===== src/include/caw_pkg.sv =====
// Constants shared by the counter array watchdog block and its timebase generator.
// Assumes an 8-bit special-function-register port addressed by byte.
package caw_pkg;

  // ********************************************************************
  // Register addresses
  // ********************************************************************
  localparam logic [7:0] ADDR_ARRAY_CONTROL = 8'hd8;
  localparam logic [7:0] ADDR_ARRAY_MODE = 8'hd9;
  localparam logic [7:0] ADDR_MODULE4_MODE = 8'hde;
  localparam logic [7:0] ADDR_COUNTER_LOW = 8'hf9;
  localparam logic [7:0] ADDR_COUNTER_HIGH = 8'hfa;
  localparam logic [7:0] ADDR_WD_OFFSET = 8'hfb;
  localparam logic [7:0] ADDR_WD_UPDATE = 8'hfc;

  // ********************************************************************
  // Field positions
  // ********************************************************************
  localparam int CTRL_OVF_BIT = 7;
  localparam int CTRL_RUN_BIT = 6;
  localparam int CTRL_M4_FLAG_BIT = 4;
  localparam int MODE_IDLE_BIT = 7;
  localparam int MODE_WDEN_BIT = 6;
  localparam int MODE_LOCK_BIT = 5;
  localparam int MODE_TB_LSB = 1;
  localparam int MODE_TB_MSB = 3;
  localparam int MODE_IRQEN_BIT = 0;
  localparam int M4_ECOM_BIT = 6;
  localparam int M4_MAT_BIT = 3;
  localparam int M4_IRQEN_BIT = 0;

  // ********************************************************************
  // Reset values and fixed encodings
  // ********************************************************************
  localparam logic [7:0] CTRL_RESET = 8'h00;
  localparam logic [7:0] MODE_RESET = 8'h40;
  localparam logic [7:0] M4_MODE_RESET = 8'h00;
  localparam logic [15:0] COUNTER_RESET = 16'h0000;
  localparam logic [7:0] WD_OFFSET_RESET = 8'h00;
  localparam logic [7:0] WD_UPDATE_RESET = 8'h00;
  localparam logic [7:0] M4_FORCED_MODE = 8'h48;
  localparam logic [7:0] LOW_BYTE_MAX = 8'hff;
  localparam logic [15:0] COUNTER_MAX = 16'hffff;

  // ********************************************************************
  // Timebase
  // ********************************************************************
  typedef enum logic [2:0] {
    TB_DIV12 = 3'b000,
    TB_DIV4 = 3'b001,
    TB_TIMER0 = 3'b010,
    TB_EXT_FALL = 3'b011,
    TB_SYSCLK = 3'b100,
    TB_EXTCLK_DIV8 = 3'b101
  } caw_timebase_t;

  localparam logic [3:0] DIV12_COUNT = 4'hc;
  localparam logic [3:0] DIV4_COUNT = 4'h4;
  localparam logic [3:0] EXT_DIV_COUNT = 4'h8;
  localparam logic [3:0] SINGLE_COUNT = 4'h1;

endpackage : caw_pkg


===== src/include/caw_tick_if.sv =====
// Carrier between the watchdog core and its timebase generator.
// Assumes both ends run on the same clock.
`timescale 1ns/1ns
interface caw_tick_if;
  logic [2:0] sel;
  logic go;
  logic tick;
  modport ctrl (output sel, output go, input tick);
  modport gen (input sel, input go, output tick);
endinterface : caw_tick_if


===== src/hdl/caw_watchdog.sv =====
// Counter array core with module 4 as watchdog, plus the array control register.
// Assumes a single-cycle register port synchronous to CLK and an external
// reset controller that takes WD_RESET and returns RST.
`timescale 1ns/1ns

// Notes on behaviour
// - Module 4 becomes watchdog when enabled
// - Reset leaves watchdog on, divide 12, 256
// - Enabled watchdog keeps counter running except in idle suspend
// - Counter byte writes ignored while enabled
// - Timebase and idle bits frozen while enabled
// - Module 4 forced compare, mode writes ignored
// - Run bit writes cannot stop counter while enabled
// - Run bit reads back only software value
// - Update write loads high byte plus offset
// - Low overflow with high match resets
// - Writing module 4 flag forces reset
// - Timeout is 256*offset plus 256-low
// - Enable or lock bit enables watchdog
// - Lock holds until reset; else enable clears
// - Bit 7 sets on 16-bit rollover
// - Bit 6 runs or stops the counter
// - Bits 4..0 set by module match
// - Control bit 5 reads zero
// - Timebase select picks clock source
// - Enabled watchdog locks other mode bits
// - Idle suspend pauses counting in idle
module caw_watchdog
  import caw_pkg::*;
(
  input wire logic CLK,
  input wire logic RST,
  input wire logic CE,
  input wire logic [7:0] SFR_ADDR,
  input wire logic SFR_WR,
  input wire logic [7:0] SFR_WDATA,
  input wire logic SFR_RD,
  output logic [7:0] SFR_RDATA,
  input wire logic CPU_IDLE,
  input wire logic TIMER0_OVF,
  input wire logic EXTERNAL_COUNT_INPUT,
  input wire logic EXT_CLK_IN,
  input wire logic [3:0] MODULE_MATCH,
  output logic WD_RESET,
  output logic ARRAY_IRQ
);

  // ********************************************************************
  // State
  // ********************************************************************
  typedef struct packed {
    logic ovf_flag;
    logic run;
    logic [4:0] match_flag;
    logic idle_susp;
    logic wd_en_bit;
    logic wd_lock;
    logic [2:0] tb_sel;
    logic ovf_irq_en;
    logic [7:0] m4_mode;
    logic [15:0] count;
    logic [7:0] wd_offset;
    logic [7:0] wd_update;
    logic [7:0] rdata;
    logic wd_reset;
    logic irq;
  } caw_state_t;

  caw_state_t s_ff;
  caw_state_t nxt_s;

  logic wd_active;
  logic counting;
  logic tick;
  logic low_ovf;
  logic full_ovf;
  logic [7:0] m4_eff;

  caw_tick_if tb_if ();

  // Register hit for a write strobe at the given address.
  function automatic logic wr_hit(input logic wr, input logic [7:0] addr,
                                  input logic [7:0] target);
    wr_hit = wr && (addr == target);
  endfunction : wr_hit

  // ********************************************************************
  // Timebase
  // ********************************************************************
  assign wd_active = s_ff.wd_en_bit | s_ff.wd_lock;
  // Counting is forced on by the watchdog, paused only by idle suspend.
  assign counting = (s_ff.run | wd_active) &
                    ~(s_ff.idle_susp & CPU_IDLE);
  assign tb_if.sel = s_ff.tb_sel;
  assign tb_if.go = counting;

  caw_timebase u_timebase (
    .clk(CLK),
    .rst(RST),
    .ce(CE),
    .timer0_ovf(TIMER0_OVF),
    .external_count_input(EXTERNAL_COUNT_INPUT),
    .ext_clk_in(EXT_CLK_IN),
    .tb(tb_if.gen)
  );

  // The tick is registered one cycle late, so it is gated again here to
  // avoid a stray count just after the counter was stopped.
  assign tick = tb_if.tick & counting;
  assign low_ovf = tick && (s_ff.count[7:0] == LOW_BYTE_MAX);
  assign full_ovf = tick && (s_ff.count == COUNTER_MAX);
  assign m4_eff = wd_active ? M4_FORCED_MODE : s_ff.m4_mode;

  // ********************************************************************
  // Next state
  // ********************************************************************
  always_comb begin
    nxt_s = s_ff;
    nxt_s.wd_reset = 1'b0;

    if (tick) begin
      nxt_s.count = s_ff.count + 16'h0001;
    end

    // Control register; software writes may set or clear every flag.
    if (wr_hit(SFR_WR, SFR_ADDR, ADDR_ARRAY_CONTROL)) begin
      nxt_s.ovf_flag = SFR_WDATA[CTRL_OVF_BIT];
      nxt_s.run = SFR_WDATA[CTRL_RUN_BIT];
      nxt_s.match_flag = SFR_WDATA[4:0];
      if (wd_active && SFR_WDATA[CTRL_M4_FLAG_BIT]) begin
        nxt_s.wd_reset = 1'b1;
      end
    end

    if (wr_hit(SFR_WR, SFR_ADDR, ADDR_ARRAY_MODE)) begin
      if (wd_active) begin
        // Only the enable and lock bits may change; the lock can be added but not removed.
        nxt_s.wd_en_bit = SFR_WDATA[MODE_WDEN_BIT];
        nxt_s.wd_lock = s_ff.wd_lock | SFR_WDATA[MODE_LOCK_BIT];
      end else begin
        nxt_s.idle_susp = SFR_WDATA[MODE_IDLE_BIT];
        nxt_s.wd_en_bit = SFR_WDATA[MODE_WDEN_BIT];
        nxt_s.wd_lock = SFR_WDATA[MODE_LOCK_BIT];
        nxt_s.tb_sel = SFR_WDATA[MODE_TB_MSB:MODE_TB_LSB];
        nxt_s.ovf_irq_en = SFR_WDATA[MODE_IRQEN_BIT];
      end
    end

    if (wr_hit(SFR_WR, SFR_ADDR, ADDR_MODULE4_MODE) && !wd_active) begin
      nxt_s.m4_mode = SFR_WDATA;
    end

    // A software counter write beats a tick in the same cycle.
    if (wr_hit(SFR_WR, SFR_ADDR, ADDR_COUNTER_LOW) && !wd_active) begin
      nxt_s.count[7:0] = SFR_WDATA;
    end
    if (wr_hit(SFR_WR, SFR_ADDR, ADDR_COUNTER_HIGH) && !wd_active) begin
      nxt_s.count[15:8] = SFR_WDATA;
    end

    if (wr_hit(SFR_WR, SFR_ADDR, ADDR_WD_OFFSET)) begin
      nxt_s.wd_offset = SFR_WDATA;
      if (!wd_active) begin
        nxt_s.m4_mode[M4_ECOM_BIT] = 1'b0;
      end
    end

    if (wr_hit(SFR_WR, SFR_ADDR, ADDR_WD_UPDATE)) begin
      if (wd_active) begin
        // The written value is discarded; the deadline moves instead.
        nxt_s.wd_update = s_ff.count[15:8] + s_ff.wd_offset;
      end else begin
        nxt_s.wd_update = SFR_WDATA;
        nxt_s.m4_mode[M4_ECOM_BIT] = 1'b1;
      end
    end

    // Hardware sets come last so an event beats a clear in the same cycle.
    if (full_ovf) begin
      nxt_s.ovf_flag = 1'b1;
    end
    nxt_s.match_flag[3:0] = nxt_s.match_flag[3:0] | MODULE_MATCH;
    if (!wd_active && tick && m4_eff[M4_ECOM_BIT] && m4_eff[M4_MAT_BIT] &&
        (s_ff.count == {s_ff.wd_update, s_ff.wd_offset})) begin
      nxt_s.match_flag[4] = 1'b1;
    end

    if (wd_active && low_ovf && (s_ff.wd_update == s_ff.count[15:8])) begin
      nxt_s.wd_reset = 1'b1;
    end

    nxt_s.irq = (nxt_s.ovf_flag & nxt_s.ovf_irq_en) |
                (nxt_s.match_flag[4] & m4_eff[M4_IRQEN_BIT]);

    // ******************************************************************
    // Read data, captured from the state before any same-cycle write
    // ******************************************************************
    if (SFR_RD) begin
      case (SFR_ADDR)
        ADDR_ARRAY_CONTROL: begin
          nxt_s.rdata = {s_ff.ovf_flag, s_ff.run, 1'b0, s_ff.match_flag};
        end
        ADDR_ARRAY_MODE: begin
          nxt_s.rdata = {s_ff.idle_susp, s_ff.wd_en_bit, s_ff.wd_lock, 1'b0,
                         s_ff.tb_sel, s_ff.ovf_irq_en};
        end
        ADDR_MODULE4_MODE: begin
          nxt_s.rdata = m4_eff;
        end
        ADDR_COUNTER_LOW: begin
          nxt_s.rdata = s_ff.count[7:0];
        end
        ADDR_COUNTER_HIGH: begin
          nxt_s.rdata = s_ff.count[15:8];
        end
        ADDR_WD_OFFSET: begin
          nxt_s.rdata = s_ff.wd_offset;
        end
        ADDR_WD_UPDATE: begin
          nxt_s.rdata = s_ff.wd_update;
        end
        default: begin
          nxt_s.rdata = 8'h00;
        end
      endcase
    end

    if (!CE) begin
      nxt_s = s_ff;
    end
  end

  // ********************************************************************
  // Registers
  // ********************************************************************
  always_ff @(posedge CLK or posedge RST) begin
    if (RST) begin
      s_ff.ovf_flag <= CTRL_RESET[CTRL_OVF_BIT];
      s_ff.run <= CTRL_RESET[CTRL_RUN_BIT];
      s_ff.match_flag <= CTRL_RESET[4:0];
      s_ff.idle_susp <= MODE_RESET[MODE_IDLE_BIT];
      s_ff.wd_en_bit <= MODE_RESET[MODE_WDEN_BIT];
      s_ff.wd_lock <= MODE_RESET[MODE_LOCK_BIT];
      s_ff.tb_sel <= MODE_RESET[MODE_TB_MSB:MODE_TB_LSB];
      s_ff.ovf_irq_en <= MODE_RESET[MODE_IRQEN_BIT];
      s_ff.m4_mode <= M4_MODE_RESET;
      s_ff.count <= COUNTER_RESET;
      s_ff.wd_offset <= WD_OFFSET_RESET;
      s_ff.wd_update <= WD_UPDATE_RESET;
      s_ff.rdata <= 8'h00;
      s_ff.wd_reset <= 1'b0;
      s_ff.irq <= 1'b0;
    end else begin
      s_ff <= nxt_s;
    end
  end

  assign SFR_RDATA = s_ff.rdata;
  assign WD_RESET = s_ff.wd_reset;
  assign ARRAY_IRQ = s_ff.irq;

endmodule : caw_watchdog


===== src/hdl/caw_timebase.sv =====
// Timebase generator: turns the selected source into one-cycle count ticks.
// Assumes all source inputs are synchronous to the system clock.
`timescale 1ns/1ns
module caw_timebase
  import caw_pkg::*;
(
  input wire logic clk,
  input wire logic rst,
  input wire logic ce,
  input wire logic timer0_ovf,
  input wire logic external_count_input,
  input wire logic ext_clk_in,
  caw_tick_if.gen tb
);

  typedef struct packed {
    logic [3:0] div;
    logic ext_in_q;
    logic ext_clk_q;
    logic tick;
  } caw_tb_state_t;

  caw_tb_state_t s_ff;
  caw_tb_state_t nxt_s;
  logic ev;
  logic [3:0] lim;

  assign tb.tick = s_ff.tick;

  always_comb begin
    nxt_s = s_ff;
    nxt_s.tick = 1'b0;
    nxt_s.ext_in_q = external_count_input;
    nxt_s.ext_clk_q = ext_clk_in;
    ev = 1'b1;
    lim = SINGLE_COUNT;
    case (tb.sel)
      TB_DIV12: begin
        lim = DIV12_COUNT;
      end
      TB_DIV4: begin
        lim = DIV4_COUNT;
      end
      TB_TIMER0: begin
        ev = timer0_ovf;
      end
      TB_EXT_FALL: begin
        ev = s_ff.ext_in_q & ~external_count_input;
      end
      TB_SYSCLK: begin
        lim = SINGLE_COUNT;
      end
      TB_EXTCLK_DIV8: begin
        ev = ~s_ff.ext_clk_q & ext_clk_in;
        lim = EXT_DIV_COUNT;
      end
      default: begin
        // Reserved selections give no ticks at all.
        ev = 1'b0;
      end
    endcase
    if (tb.go && ev) begin
      // The compare is >= so a switch to a shorter divider never overshoots.
      if (s_ff.div >= lim - SINGLE_COUNT) begin
        nxt_s.div = 4'h0;
        nxt_s.tick = 1'b1;
      end else begin
        nxt_s.div = s_ff.div + SINGLE_COUNT;
      end
    end
    if (!ce) begin
      nxt_s = s_ff;
    end
  end

  always_ff @(posedge clk or posedge rst) begin
    if (rst) begin
      // The clock edge detector starts high so that a pin idling high gives
      // no false rising edge just after reset.
      s_ff <= '{div: 4'h0, ext_in_q: 1'b0, ext_clk_q: 1'b1, tick: 1'b0};
    end else begin
      s_ff <= nxt_s;
    end
  end

endmodule : caw_timebase


===== config.mk =====
export PLATFORM = sky130hd
export DESIGN_NAME = caw_watchdog
export DESIGN_NICKNAME = d
export VERILOG_FILES = /design/src/include/caw_pkg.sv /design/src/include/caw_tick_if.sv /design/src/hdl/caw_watchdog.sv /design/src/hdl/caw_timebase.sv
export SDC_FILE = /design/constraint.sdc
export NUM_CORES = 1
export LEC_CHECK = 0
export BUFFER_PORTS_ARGS = -buffer_cell sky130_fd_sc_hd__buf_2
export CAP_MARGIN = 20
export CORE_MARGIN = 5
export CORE_UTILIZATION = 61
export CTS_CLUSTER_DIAMETER = 100
export DETAILED_ROUTE_END_ITERATION = 16
export PLACE_DENSITY = 0.93
export SYNTH_ARGS = -nofsm -noshare
export SYNTH_HDL_FRONTEND = slang
export SYNTH_HIERARCHICAL = 1
export SYNTH_SLANG_ARGS = --single-unit

===== constraint.sdc =====
create_clock -name CLK -period 2.7 [get_ports CLK]
set_input_delay 0.135 -clock CLK [delete_from_list [all_inputs] [get_ports CLK]]
set_output_delay 0.135 -clock CLK [all_outputs]
set_load 0.01 [all_outputs]

# Word-level counts from Yosys, hierarchy flattened
# Cells that the tools add are included.
# totals
inputBits	29
regBits	71
output_inout_bits	10
word_cells	118
# classes
n_addsub	4
n_mux	25
reduce_logical	35
order_cmp	1
bitwise	16
eq_ne	16
# op_table
cell	n
$eq A8 B8 Y1 const B	8
$pmux W8 S7	1
$mux W8	4
$logic_and A1 B1 Y1	20
$reduce_and A2 Y1	9
$add A16 B1 Y16 const B	1
$eq A16 B16 Y1	1
$eq A16 B16 Y1 const B	1
$mux W16	1
$mux W1	14
$mux W7	2
$pmux W4 S3	1
$add A8 B8 Y8	1
$eq A8 B8 Y1	1
$and A1 B1 Y1	7
$eq A3 B2 Y1 const B	2
$eq A3 B3 Y1 const B	2
$add A4 B1 Y4 const B	1
$ge A4 B4 Y1	1
$mux W4	1
$not A1 Y1	4
$or A1 B1 Y1	4
$or A4 B4 Y4	1
$pmux W1 S4	1
7 further kinds	8

# Logic depth before layout (Yosys ltp)
# Gate-level depths: netlist of run 1.
# depth
depth_word	11
depth_mapped	9
mapped_depth_nobuf	9

# Cells and area by module
# Netlist of run 1, hierarchy kept.
# modules_own_cells
module	area_per_inst_um2	cells_each	instances	seq_area_each_um2
caw_watchdog	4249.1	453	1	1602.8
caw_timebase	489.2	52	1	176.4

# Worst setup path after synthesis of run 1
# OpenSTA, ideal clock, no wires.
# synth_timing
path_type	reg-to-reg
startpoint	register s_ff, in the netlist tb_if.sel[1]
endpoint	register u_timebase/s_ff[5] (netlist bit)
n_path_buf	0
setup_slack_ns	0.749
period_less_slack_ns	1.951
setup_ns	0.101
arrival_ns	1.851
required_ns	2.599
stages_incl_launch_ff	7
path_cell_list	dfrtp_1 or3_2 ha_1 nor3_1 a211oi_1 or2_4 o311ai_2
# synth_between
elab_chain_len	5
word_cells_on_any_way	14
cone_classes	1 x add/sub; 1 x order compare; 5 x eq/ne; 3 x mux; 4 x reduce/logical
# synth_rtl
item	line_no	text
start: declaration	caw_watchdog.sv:69	caw_state_t s_ff;
start signal: assignment	caw_watchdog.sv:254	s_ff <= nxt_s;
$eq A3 B3 Y1 (tied with other cells)	caw_timebase.sv:37	case (tb.sel)
$pmux W4 S3 or $reduce_or A3 Y1 (tied branches)	--	
$sub A4 B1 Y4 or $pmux W1 S4 (tied branches)	caw_timebase.sv:64, caw_timebase.sv:37	
$ge A4 B4 Y1 or $logic_and A1 B1 Y1 (tied branches)	caw_timebase.sv:64, caw_timebase.sv:62	
$mux W4 or $reduce_and A2 Y1 (tied branches)	--	
end signal: assignment	caw_timebase.sv:80	s_ff <= '{div: 4'h0, ext_in_q: 1'b0, ext_clk_q: 1'b1, tick: 1'b0};
end signal: assignment	caw_timebase.sv:82	s_ff <= nxt_s;
end: declaration	caw_timebase.sv:23	caw_tb_state_t s_ff;
# Several ways; a longest one is shown, not always the timed one.
# A chain may end at the register's enable or synchronous reset.

# Worst setup path in the final report of run 1
# layout_timing
startpoint	register s_ff, in the netlist tb_if.sel[0]
endpoint	register u_timebase/s_ff[5] (netlist bit)
# Same word-level chain as after synthesis.

==> flow_summary.json, run 1 <==
{
  "die_w_um": 98.1,
  "synth-edff-count": 0,
  "worstPathMaxFanout": 8,
  "cts_made_buffers": 9,
  "clk_path_buf_depth": 2,
  "fin_tns_setup_ns": 0,
  "power_leakage_nw": 2.32,
  "grt_max_degree": 45,
  "drt_iter0_markers": 387,
  "synth_top_family_by_area": "compound AO/OA/AOI/OAI gates",
  "p_comb_frac": 0.145,
  "final_antenna_net_count": 0,
  "fin_skew_ns": 0.00960,
  "hpwl_um": 9110,
  "cpPeakStageDelay_ns": 0.48,
  "drc": 0,
  "syn_to_final_growth_pct": 7.47,
  "seqPwrFrac": 0.469,
  "vdd_drop_max_uv": 382,
  "grt_setup_unrepaired": "no",
  "synth-xor-area-share": 0.0370,
  "synthAdderAreaFrac": 0.0386,
  "h-tree-depth": 3,
  "synth_area_um2": 4740,
  "async_flop_share": 1.00,
  "ys.flop_type": "dfrtp_1",
  "grt_pass1_vias": 4032,
  "grt_pass1_wl_um": 20700,
  "antenna_found_initial": 0,
  "synth-simple-area-share": 0.172,
  "final_util": 0.666,
  "cp.arrival_ns": 2.52,
  "hold_violations": 0,
  "endpoint_kind": "register",
  "pin_count": 39,
  "wire_per_inst_um": 20.4,
  "slew_headroom": 0.375,
  "start_util": 0.620,
  "routabilityCongestion": 0.976,
  "max_freq_mhz": 443,
  "postSynthAreaPerCell_um2": 9.38,
  "swShare": 0.267,
  "power.density_nw_per_um2": 490,
  "io_buffers": 38,
  "die_y_um": 98.1,
  "hold_class": "input port to register",
  "required_ns": 2.96,
  "yosysUniqueCellTypes": 76,
  "path_buf_inv": 0,
  "yosysSeqAreaShare": 0.375,
  "synth_compound_area_frac": 0.203,
  "finalCritPeriodShare": 0.836,
  "cp_cell_sequence": "or3_2 > ha_1 > nor3_1 > a211oi_1 > or2_4 > o311ai_2",
  "maxCapViolCount": 0,
  "fin_nets": 565,
  "postCtsSetupBuffers": 0,
  "die_area_um2": 9630,
  "antenna_cells": 0,
  "outcome": "finished clean",
  "route.vias.total": 4214,
  "path_clk_slew_ns": 0.07,
  "muxShareOfSynthArea": 0.111,
  "routed_wl_um": 12800,
  "cts-root-buf": "clkbuf_8",
  "yosys_warnings": 6,
  "period_minus_slack_ns": 2.26,
  "final_cell_mix": "dfrtp_1, nand2_1, buf_2",
  "core_area_um2": 7650,
  "layout_commonest_cell": "dfrtp_1",
  "gr-total-overflow": 0,
  "p_int_mw": 1.83,
  "setup_viol": 0,
  "drt_pass1_iterations": 5,
  "worstMarginPinSlew_ns": 0.936,
  "switchingPower_uw": 666,
  "cp_slowest_cell": "or3_2",
  "vias_per_cell": 6.70,
  "clock_power_share": 0.386,
  "cts_tree": "built",
  "slew_viol_final": 0,
  "cts_sinks": 71,
  "critical_path_class": "register to register",
  "rows": 32,
  "clk_latency_ns": 0.36,
  "ys_ff_latch": 71,
  "syn_nets": 548,
  "crit_family": "simple AND/OR/NAND/NOR gates",
  "grt_use_total": 0.271,
  "drive_above_1_share": 0.209,
  "start_kind": "register",
  "synth_cells": 505
}
[power groups by stage]
| stage | Clock (mW) | Sequential, mW | Combinational (mW) |
|---|---|---|---|
| after floorplan | 0 | 1.17 | 0.249 |
| after global placement | 0 | 1.18 | 0.324 |
| after detailed placement | 0 | 1.19 | 0.351 |
| after CTS | 0.968 | 1.17 | 0.356 |
| after global routing | 1.02 | 1.17 | 0.399 |
| final | 0.964 | 1.17 | 0.362 |
[cells by family (layout without fill, tap and decap cells)]
group / count (synthesis) / after routing
simple gates: 154 / 154
compound gates: 144 / 144
flops: 71 / 71
buf+inv: 56 / 78
mux: 46 / 46
xor+xnor: 20 / 20
fa+ha+maj: 14 / 14
[registers in the layout, summed over array words and instances, names as in the netlist]
| signal | flops |
|---|---|
| WD_RESET | 1 |
| SFR_RDATA | 8 |
| s_ff | 51 |
| tb_if.sel | 3 |
| u_timebase/tb.tick | 1 |
| u_timebase/s_ff | 6 |
| ARRAY_IRQ | 1 |
[layer usage]
metal  GRT usage  vias to the layer above  part of all wire  wire length (µm)
met5           0                        -                 0                 0
met4       0.125                        0             0.035               449
met3      0.0657                       41             0.095              1220
met2       0.405                      253              0.45              5820
met1       0.372                     2034              0.42              5350
li1            -                     1886                 -                 -
[worst paths after layout]
check | from | end | slack (ns) | cells after the start
max in group asynchronous | RST | s_ff[25] | 1.41 | 4
hold reg to reg | SFR_RDATA[7] | SFR_RDATA[7] | 0.47 | 1
hold / removal | EXTERNAL_COUNT_INPUT | u_timebase/s_ff[2] | 0.02 | 2
setup reg to reg | tb_if.sel[0] | u_timebase/s_ff[5] | 0.44 | 6
min in group asynchronous | RST | u_timebase/s_ff[2] | 0.27 | 3
setup / recovery | tb_if.sel[0] | u_timebase/s_ff[5] | 0.44 | 6
[cells in the mapped netlist, types with 3 or more instances]
| library cell | instances | share of area |
|---|---|---|
| nor2_1 | 19 | 0.015 |
| o21ai_0 | 23 | 0.024 |
| nor3b_1 | 3 | 0.0048 |
| xor2_1 | 12 | 0.022 |
| a221oi_1 | 4 | 0.0074 |
| and3_1 | 4 | 0.0053 |
| nand4_1 | 8 | 0.011 |
| o22ai_1 | 14 | 0.018 |
| o32a_1 | 4 | 0.0085 |
| nand2b_1 | 6 | 0.0079 |
| a2bb2oi_1 | 5 | 0.0092 |
| a31oi_1 | 5 | 0.0066 |
| mux2i_1 | 16 | 0.034 |
| mux2_4 | 7 | 0.022 |
| nand3_1 | 27 | 0.029 |
| o21a_1 | 11 | 0.017 |
| a211oi_1 | 5 | 0.0079 |
| buf_6 | 6 | 0.014 |
| o21ai_1 | 7 | 0.0074 |
| buf_4 | 9 | 0.014 |
| nand2_1 | 48 | 0.038 |
| a21oi_1 | 37 | 0.039 |
| clkbuf_1 | 11 | 0.0087 |
| a22oi_1 | 8 | 0.013 |
| mux2_2 | 22 | 0.052 |
| buf_2 | 10 | 0.011 |
| nor3_1 | 10 | 0.011 |
| xnor2_1 | 8 | 0.015 |
| ha_1 | 13 | 0.034 |
| dfrtp_1 | 69 | 0.36 |
| inv_1 | 18 | 0.014 |
| a21o_1 | 3 | 0.0048 |
[per-stage QoR]
| step | total power, mW | setup WS, ns | instance area [µm²] | hold WS (ns) | cells |
|---|---|---|---|---|---|
| floorplan | 1.42 | 0.749 | 4740 | -0.0623 | 505 |
| global placement | 1.51 | 0.686 | 4860 | 0.0896 | 612 |
| detailed placement | 1.54 | 0.493 | 4860 | 0.0943 | 612 |
| CTS | 2.49 | 0.465 | 5090 | 0.0169 | 629 |
| global route | 2.60 | 0.285 | 5090 | 0.0229 | 629 |
| finish | 2.50 | 0.444 | 5090 | 0.0179 | 629 |
[area by class of cell]
| cell class | count | area [µm²] |
|---|---|---|
| Multi-Input combinational cell | 378 | 2660 |
| Fill cell | 561 | 2550 |
| Sequential cell | 71 | 1780 |
| Timing Repair Buffer | 44 | 238 |
| Clock buffer | 13 | 159 |
| Tap cell | 102 | 128 |
| Inverter | 18 | 67.6 |
| Clock inverter | 3 | 65.1 |
[repair_timing]
action                    4_1_cts  5_1_grt
hold endpoints to repair        7        0
gates resized for setup         0        0
hold buffers                    1        0
Power figures use the tool's default switching activity.
==> run 2: changes to the inputs <==
--- a/config.mk
+++ b/config.mk
@@ -8,10 +8,10 @@
 export BUFFER_PORTS_ARGS = -buffer_cell sky130_fd_sc_hd__buf_2
 export CAP_MARGIN = 20
 export CORE_MARGIN = 5
-export CORE_UTILIZATION = 61
+export CORE_UTILIZATION = 55
 export CTS_CLUSTER_DIAMETER = 100
 export DETAILED_ROUTE_END_ITERATION = 16
-export PLACE_DENSITY = 0.93
+export PLACE_DENSITY = 0.89
 export SYNTH_ARGS = -nofsm -noshare
 export SYNTH_HDL_FRONTEND = slang
 export SYNTH_HIERARCHICAL = 1
==> constraint.sdc (replaced) <==
create_clock -name CLK -period 1.86 [get_ports CLK]
set_input_delay 0.093 -clock CLK [delete_from_list [all_inputs] [get_ports CLK]]
set_output_delay 0.093 -clock CLK [all_outputs]
set_load 0.01 [all_outputs]
==> run 2 against run 1 <==
  * Sequential cell count unchanged
  * Largest power group unchanged
  * Sequential power up 45%
  * Design area up 11%
  * Clock-buffer cell count down 2
  * The flow now finishes with violations (negative setup slack)
  * Sequential share of layout area down 3.4 points
  * Highest routed layer unchanged
==> flow_summary.json, run 2 (same netlist as run 1, synthesis figures left out) <==
{
  "outcome": "finished, violations left",
  "failed_checks": "negative setup slack",
  "clk_path_buf_depth": 2,
  "grt_pass1_wl_um": 22200,
  "cp_cell_sequence": "ha_2 > inv_2 > fa_2 > nor2b_2 > o21a_1 > o21a_1 > or3_4 > a31oi_1",
  "vias_per_cell": 6.57,
  "maxCapViolCount": 0,
  "grt_setup_unrepaired": "yes",
  "rows": 33,
  "final_util": 0.682,
  "path_clk_slew_ns": 0.08,
  "route.vias.total": 4449,
  "worstPathMaxFanout": 3,
  "drt_iter0_markers": 544,
  "cts_sinks": 71,
  "slew_headroom": 0.711,
  "layout_commonest_cell": "dfrtp_1",
  "placed_cells": 649,
  "cp_slowest_cell": "dfrtp_1",
  "holdWs_ns": 0.0269,
  "slew_viol_final": 0,
  "largest_register": "s_ff",
  "gr-total-overflow": 0,
  "worstMarginPinSlew_ns": 0.433,
  "wire_per_inst_um": 21.3,
  "grt_max_degree": 36,
  "pin_count": 39,
  "vdd_drop_max_uv": 428,
  "p_int_mw": 2.70,
  "hpwl_um": 9820,
  "die_w_um": 103,
  "endpoint_kind": "register",
  "start_util": 0.571,
  "fin_cells": 677,
  "cts_made_buffers": 9,
  "p_comb_frac": 0.175,
  "cp.arrival_ns": 2.18,
  "multi_input_area_um2": 2800,
  "hold_violations": 0,
  "nFillCells": 604,
  "period_minus_slack_ns": 1.90,
  "finalCritPeriodShare": 1.02,
  "swShare": 0.282,
  "die_area_um2": 10600,
  "clock_power_share": 0.373,
  "crit_family": "compound AO/OA/AOI/OAI gates",
  "syn_to_final_growth_pct": 19.4,
  "critPathMostFrequentCell": "o21a_1",
  "drt_pass1_iterations": 5,
  "cts-root-buf": "clkbuf_8",
  "die_y_um": 103,
  "h-tree-depth": 3,
  "routed_wl_um": 14400,
  "switchingPower_mw": 1.06,
  "grt_pass1_vias": 4342,
  "fin_ws_ns": -0.0435,
  "antenna_cells": 0,
  "pre_cts_ws_ns": -0.0609,
  "drc": 0,
  "final_cell_mix": "dfrtp_1, nand2_1, buf_4",
  "drive_above_1_share": 0.311,
  "routabilityCongestion": 0.964,
  "fin_skew_ns": 0.00721,
  "io_buffers": 38,
  "max_freq_mhz": 525,
  "cts_tree": "built",
  "setup_viol": 2,
  "final_antenna_net_count": 0,
  "final-seq-area_um2": 1780,
  "grt_use_total": 0.275,
  "fin_nets": 610,
  "core_area_um2": 8300,
  "path_buf_inv": 1,
  "fin_tns_setup_ns": -0.0679,
  "clk_latency_ns": 0.35,
  "cpPeakStageDelay_ns": 0.40,
  "hold_class": "input port to register",
  "critical_path_class": "register to register",
  "seqPwrFrac": 0.452,
  "antenna_found_initial": 0,
  "largest_reg_flops": 51,
  "start_kind": "register",
  "power.density_nw_per_um2": 665,
  "power_leakage_nw": 2.58,
  "required_ns": 2.14
}
run 2: changes by cell type in the layout (fill, tap and decap cells not counted), moves of 4 or more:
cell	change
buf_4	+35
dlygate4sd3_1	+4
dfrtp_1	-4
dfrtp_2	+4
run 2: timing repair:
action / CTS / global route
endpoints found under the setup margin: 5 / 32
hold buffers: 5 / 0
pin swaps: 4 / 15
hold endpoints to repair: 26 / 0
gates cloned: 0 / 1
buffers inserted: 2 / 4
resized for setup: 6 / 27
run 2: per-stage QoR:
stage          power [mW]  cell area (µm²)
2_1_floorplan        2.08             4760
3_3_place_gp         2.24             5180
3_5_place_dp         2.28             5180
4_1_cts              3.70             5500
5_1_grt              3.91             5660
6_report             3.76             5660
run 2: final timing paths:
check,from,endpoint,slack [ns],cells past startpoint
max in group asynchronous,RST,s_ff[55],0.99,4
setup reg to reg,s_ff[18],s_ff[14],-0.04,8
hold / removal,MODULE_MATCH[3],s_ff[60],0.03,2
hold reg to reg,SFR_RDATA[3],SFR_RDATA[3],0.47,2
min in group asynchronous,RST,u_timebase/s_ff[2],0.25,3
setup / recovery,s_ff[18],s_ff[14],-0.04,8
run 2: power by group through the flow:
stage | sequential, mW | clock [mW] | combinational [mW]
2_1_floorplan | 1.70 | 0 | 0.377
3_3_place_gp | 1.71 | 0 | 0.530
3_5_place_dp | 1.72 | 0 | 0.561
4_1_cts | 1.69 | 1.42 | 0.591
5_1_grt | 1.71 | 1.48 | 0.719
6_report | 1.70 | 1.40 | 0.660
run 2: layout make-up:
| type | count | share of cell area |
|---|---|---|
| repair buffers | 89 | 0.115 |
| multi-input cells | 378 | 0.495 |
| well taps | 105 | 0.0232 |
| flip-flops and latches | 71 | 0.315 |
| clock inverters | 5 | 0.0144 |
| inverters | 18 | 0.0119 |
| clock buffers | 11 | 0.0250 |
run 2: worst register-to-register path, delay by kind of cell, from the launching register on:
family / cells / cell delay (ns)
flops: 1 / 0.40
fa+ha+maj: 2 / 0.41
simple gates: 2 / 0.42
buf+inv: 1 / 0.06
compound gates: 3 / 0.54
run 2: per-layer routing:
metal  part of all wire  GRT usage  vias up
li1                   -          -     1972
met3              0.084     0.0595       61
met4              0.040      0.102        0
met1               0.40      0.364     2162
met5                  0          0        -
met2               0.48      0.446      254
==> run 3: changes to the inputs <==
--- a/config.mk
+++ b/config.mk
@@ -5,6 +5,7 @@
 export SDC_FILE = /design/constraint.sdc
 export NUM_CORES = 1
 export LEC_CHECK = 0
+export ABC_AREA = 1
 export BUFFER_PORTS_ARGS = -buffer_cell sky130_fd_sc_hd__buf_2
 export CAP_MARGIN = 20
 export CORE_MARGIN = 5
==> run 3 against run 2 <==
  * The flow now finishes without violations
  * Design area up 0.27%
  * Largest cell class unchanged
  * Highest routed layer unchanged
  * Clock-buffer cell count decreased by 1
  * Core utilization down 3.8 points
==> flow_summary.json, run 3 <==
{
  "ys.flop_type": "dfrtp_1",
  "final_cell_mix": "nand2_1, inv_1, dfrtp_1",
  "yosysTopAreaCell": "dfrtp_1",
  "yosysUniqueCellTypes": 44,
  "fin_tns_setup_ns": 0,
  "h-tree-depth": 3,
  "yosys_warnings": 6,
  "critPathMostFrequentCell": "nand2_1",
  "routed_wl_um": 15300,
  "start_util": 0.568,
  "fin_ws_ns": 0.0986,
  "vdd_drop_max_uv": 412,
  "placed_cells": 872,
  "die_w_um": 105,
  "io_buffers": 38,
  "clk_latency_ns": 0.36,
  "postSynthAreaPerCell_um2": 6.90,
  "synth_cells": 724,
  "wire_per_inst_um": 17.1,
  "rr_startpoint": "s_ff[34]",
  "core_area_um2": 8810,
  "power.density_nw_per_um2": 850,
  "layout_commonest_cell": "nand2_1",
  "nFillCells": 805,
  "gr-total-overflow": 0,
  "grt_pass1_wl_um": 25100,
  "antenna_found_initial": 0,
  "whs_path_depth": 3,
  "outcome": "finished clean",
  "drt_iter0_markers": 383,
  "reg2regPathDepth": 10,
  "path_clk_slew_ns": 0.09,
  "max_freq_mhz": 568,
  "synth_area_um2": 5000,
  "drt_pass1_iterations": 5,
  "fin_nets": 825,
  "finalCritPeriodShare": 0.947,
  "cp_slowest_cell": "dfrtp_1",
  "slew_viol_final": 0,
  "rows": 34,
  "cp_cell_sequence": "ha_2 > inv_1 > fa_2 > nand3b_1 > nand2_2 > nand2_1 > nand3_1 > nand2_1 > o21ai_1 > o21ai_0",
  "power_leakage_nw": 2.93,
  "cp.arrival_ns": 1.99,
  "hold_class": "input port to register",
  "setup_viol": 0,
  "syn_nets": 767,
  "worstMarginPinSlew_ns": 0.509,
  "ys_ff_latch": 71,
  "drive_above_1_share": 0.169,
  "largest_reg_flops": 51,
  "die_area_um2": 11100,
  "synth-edff-count": 0,
  "final_antenna_net_count": 0,
  "cts-root-buf": "clkbuf_8",
  "largest_register": "s_ff",
  "required_ns": 2.09,
  "grt_use_total": 0.286,
  "grt_pass1_vias": 5018,
  "async_flop_share": 1.00,
  "synth_top_area_share": 0.345,
  "route.vias.total": 5079,
  "power_mw": 4.82,
  "ff2ff_setup_slack_ns": 0.1,
  "yosysSeqAreaShare": 0.356,
  "synthTopCellsByCount": "nand2_1, inv_1, dfrtp_1, o21ai_0, nor2_1",
  "cpPeakStageDelay_ns": 0.38,
  "worstPathMaxFanout": 3,
  "synth_most_common_cell": "nand2_1",
  "holdWs_ns": 0.0247,
  "cts_sinks": 71,
  "hpwl_um": 11700,
  "antenna_cells": 0,
  "cts_made_buffers": 9,
  "grt_max_degree": 25,
  "crit_family": "adder cells",
  "syn_to_final_growth_pct": 13.5,
  "vias_per_cell": 5.67,
  "routabilityCongestion": 0.943,
  "r2r-end": "s_ff[16]",
  "pre_cts_ws_ns": 0.0389,
  "start_kind": "register",
  "drc": 0,
  "slew_headroom": 0.660,
  "synth_area_leaders": "dfrtp_1, nand2_1, inv_1",
  "die_y_um": 105,
  "critical_path_class": "register to register",
  "holdPathEnd": "u_timebase/s_ff[2]",
  "hold_violations": 0,
  "fin_cells": 895,
  "path_buf_inv": 1,
  "cts_tree": "built",
  "hp-start": "EXTERNAL_COUNT_INPUT",
  "pin_count": 39,
  "fin_skew_ns": 0.0145,
  "maxCapViolCount": 0,
  "period_minus_slack_ns": 1.76,
  "clk_path_buf_depth": 2,
  "grt_setup_unrepaired": "yes",
  "endpoint_kind": "register"
}
run 3: worst min-delay path, stage by stage:
cell and delay (ns):
buf_2 0.10, inv_2 0.05, o21ai_0 0.09
run 3: how the worst max path moves through the flow:
| stage | from | end | slack [ns] | cells past startpoint |
|---|---|---|---|---|
| after floorplan | s_ff[34] | s_ff[16] | 0.13 | 10 |
| after global placement | s_ff[18] | s_ff[16] | 0.06 | 10 |
| after detailed placement | s_ff[34] | s_ff[16] | 0.04 | 10 |
| after CTS | s_ff[34] | s_ff[16] | 0.02 | 10 |
| after global routing | s_ff[34] | s_ff[16] | -0.03 | 10 |
| final | s_ff[34] | s_ff[16] | 0.1 | 10 |
run 3: what timing repair did:
item / 4_1_cts / 5_1_grt
endpoints found under the setup margin: 0 / 16
buffers inserted: 0 / 1
hold buffers: 6 / 0
endpoints found under the hold margin: 31 / 0
gates resized for setup: 0 / 7
run 3: area by class of cell:
class / instances / area [µm²] / area share
flip-flops and latches: 71 / 1780 / 0.314
well taps: 108 / 135 / 0.0238
repair buffers: 72 / 485 / 0.0856
clock buffers: 10 / 138 / 0.0243
inverters: 91 / 342 / 0.0602
multi-input cells: 537 / 2720 / 0.480
clock inverters: 6 / 68.8 / 0.0121
run 3: metrics by stage:
stage	area, µm²	util
2_1_floorplan	5000	-
3_3_place_gp	5370	0.610
3_5_place_dp	5370	0.610
4_1_cts	5640	0.640
5_1_grt	5670	0.644
6_report	5670	0.644
run 3: cell families (layout without fill, tap and decap cells):
group	Yosys count	in the layout	share of synthesized area
fa+ha+maj	14	14	0.0365
buf+inv	116	179	0.102
simple gates	393	393	0.343
flops	71	71	0.356
mux	3	3	0.00601
compound gates	116	116	0.137
xor+xnor	11	11	0.0193
run 3: routing by layer:
| layer | GRT usage | wire length [µm] | up-vias |
|---|---|---|---|
| met5 | 0 | 0 | - |
| met4 | 0.153 | 754 | 0 |
| met3 | 0.0422 | 957 | 55 |
| met2 | 0.476 | 7270 | 199 |
| met1 | 0.357 | 6330 | 2391 |
| li1 | - | - | 2434 |
run 3: power breakdown:
| group | switching (mW) | internal, mW |
|---|---|---|
| Clock | 0.668 | 0.664 |
| Sequential | 0.269 | 1.74 |
| Combinational | 0.899 | 0.582 |
| Total | 1.84 | 2.98 |
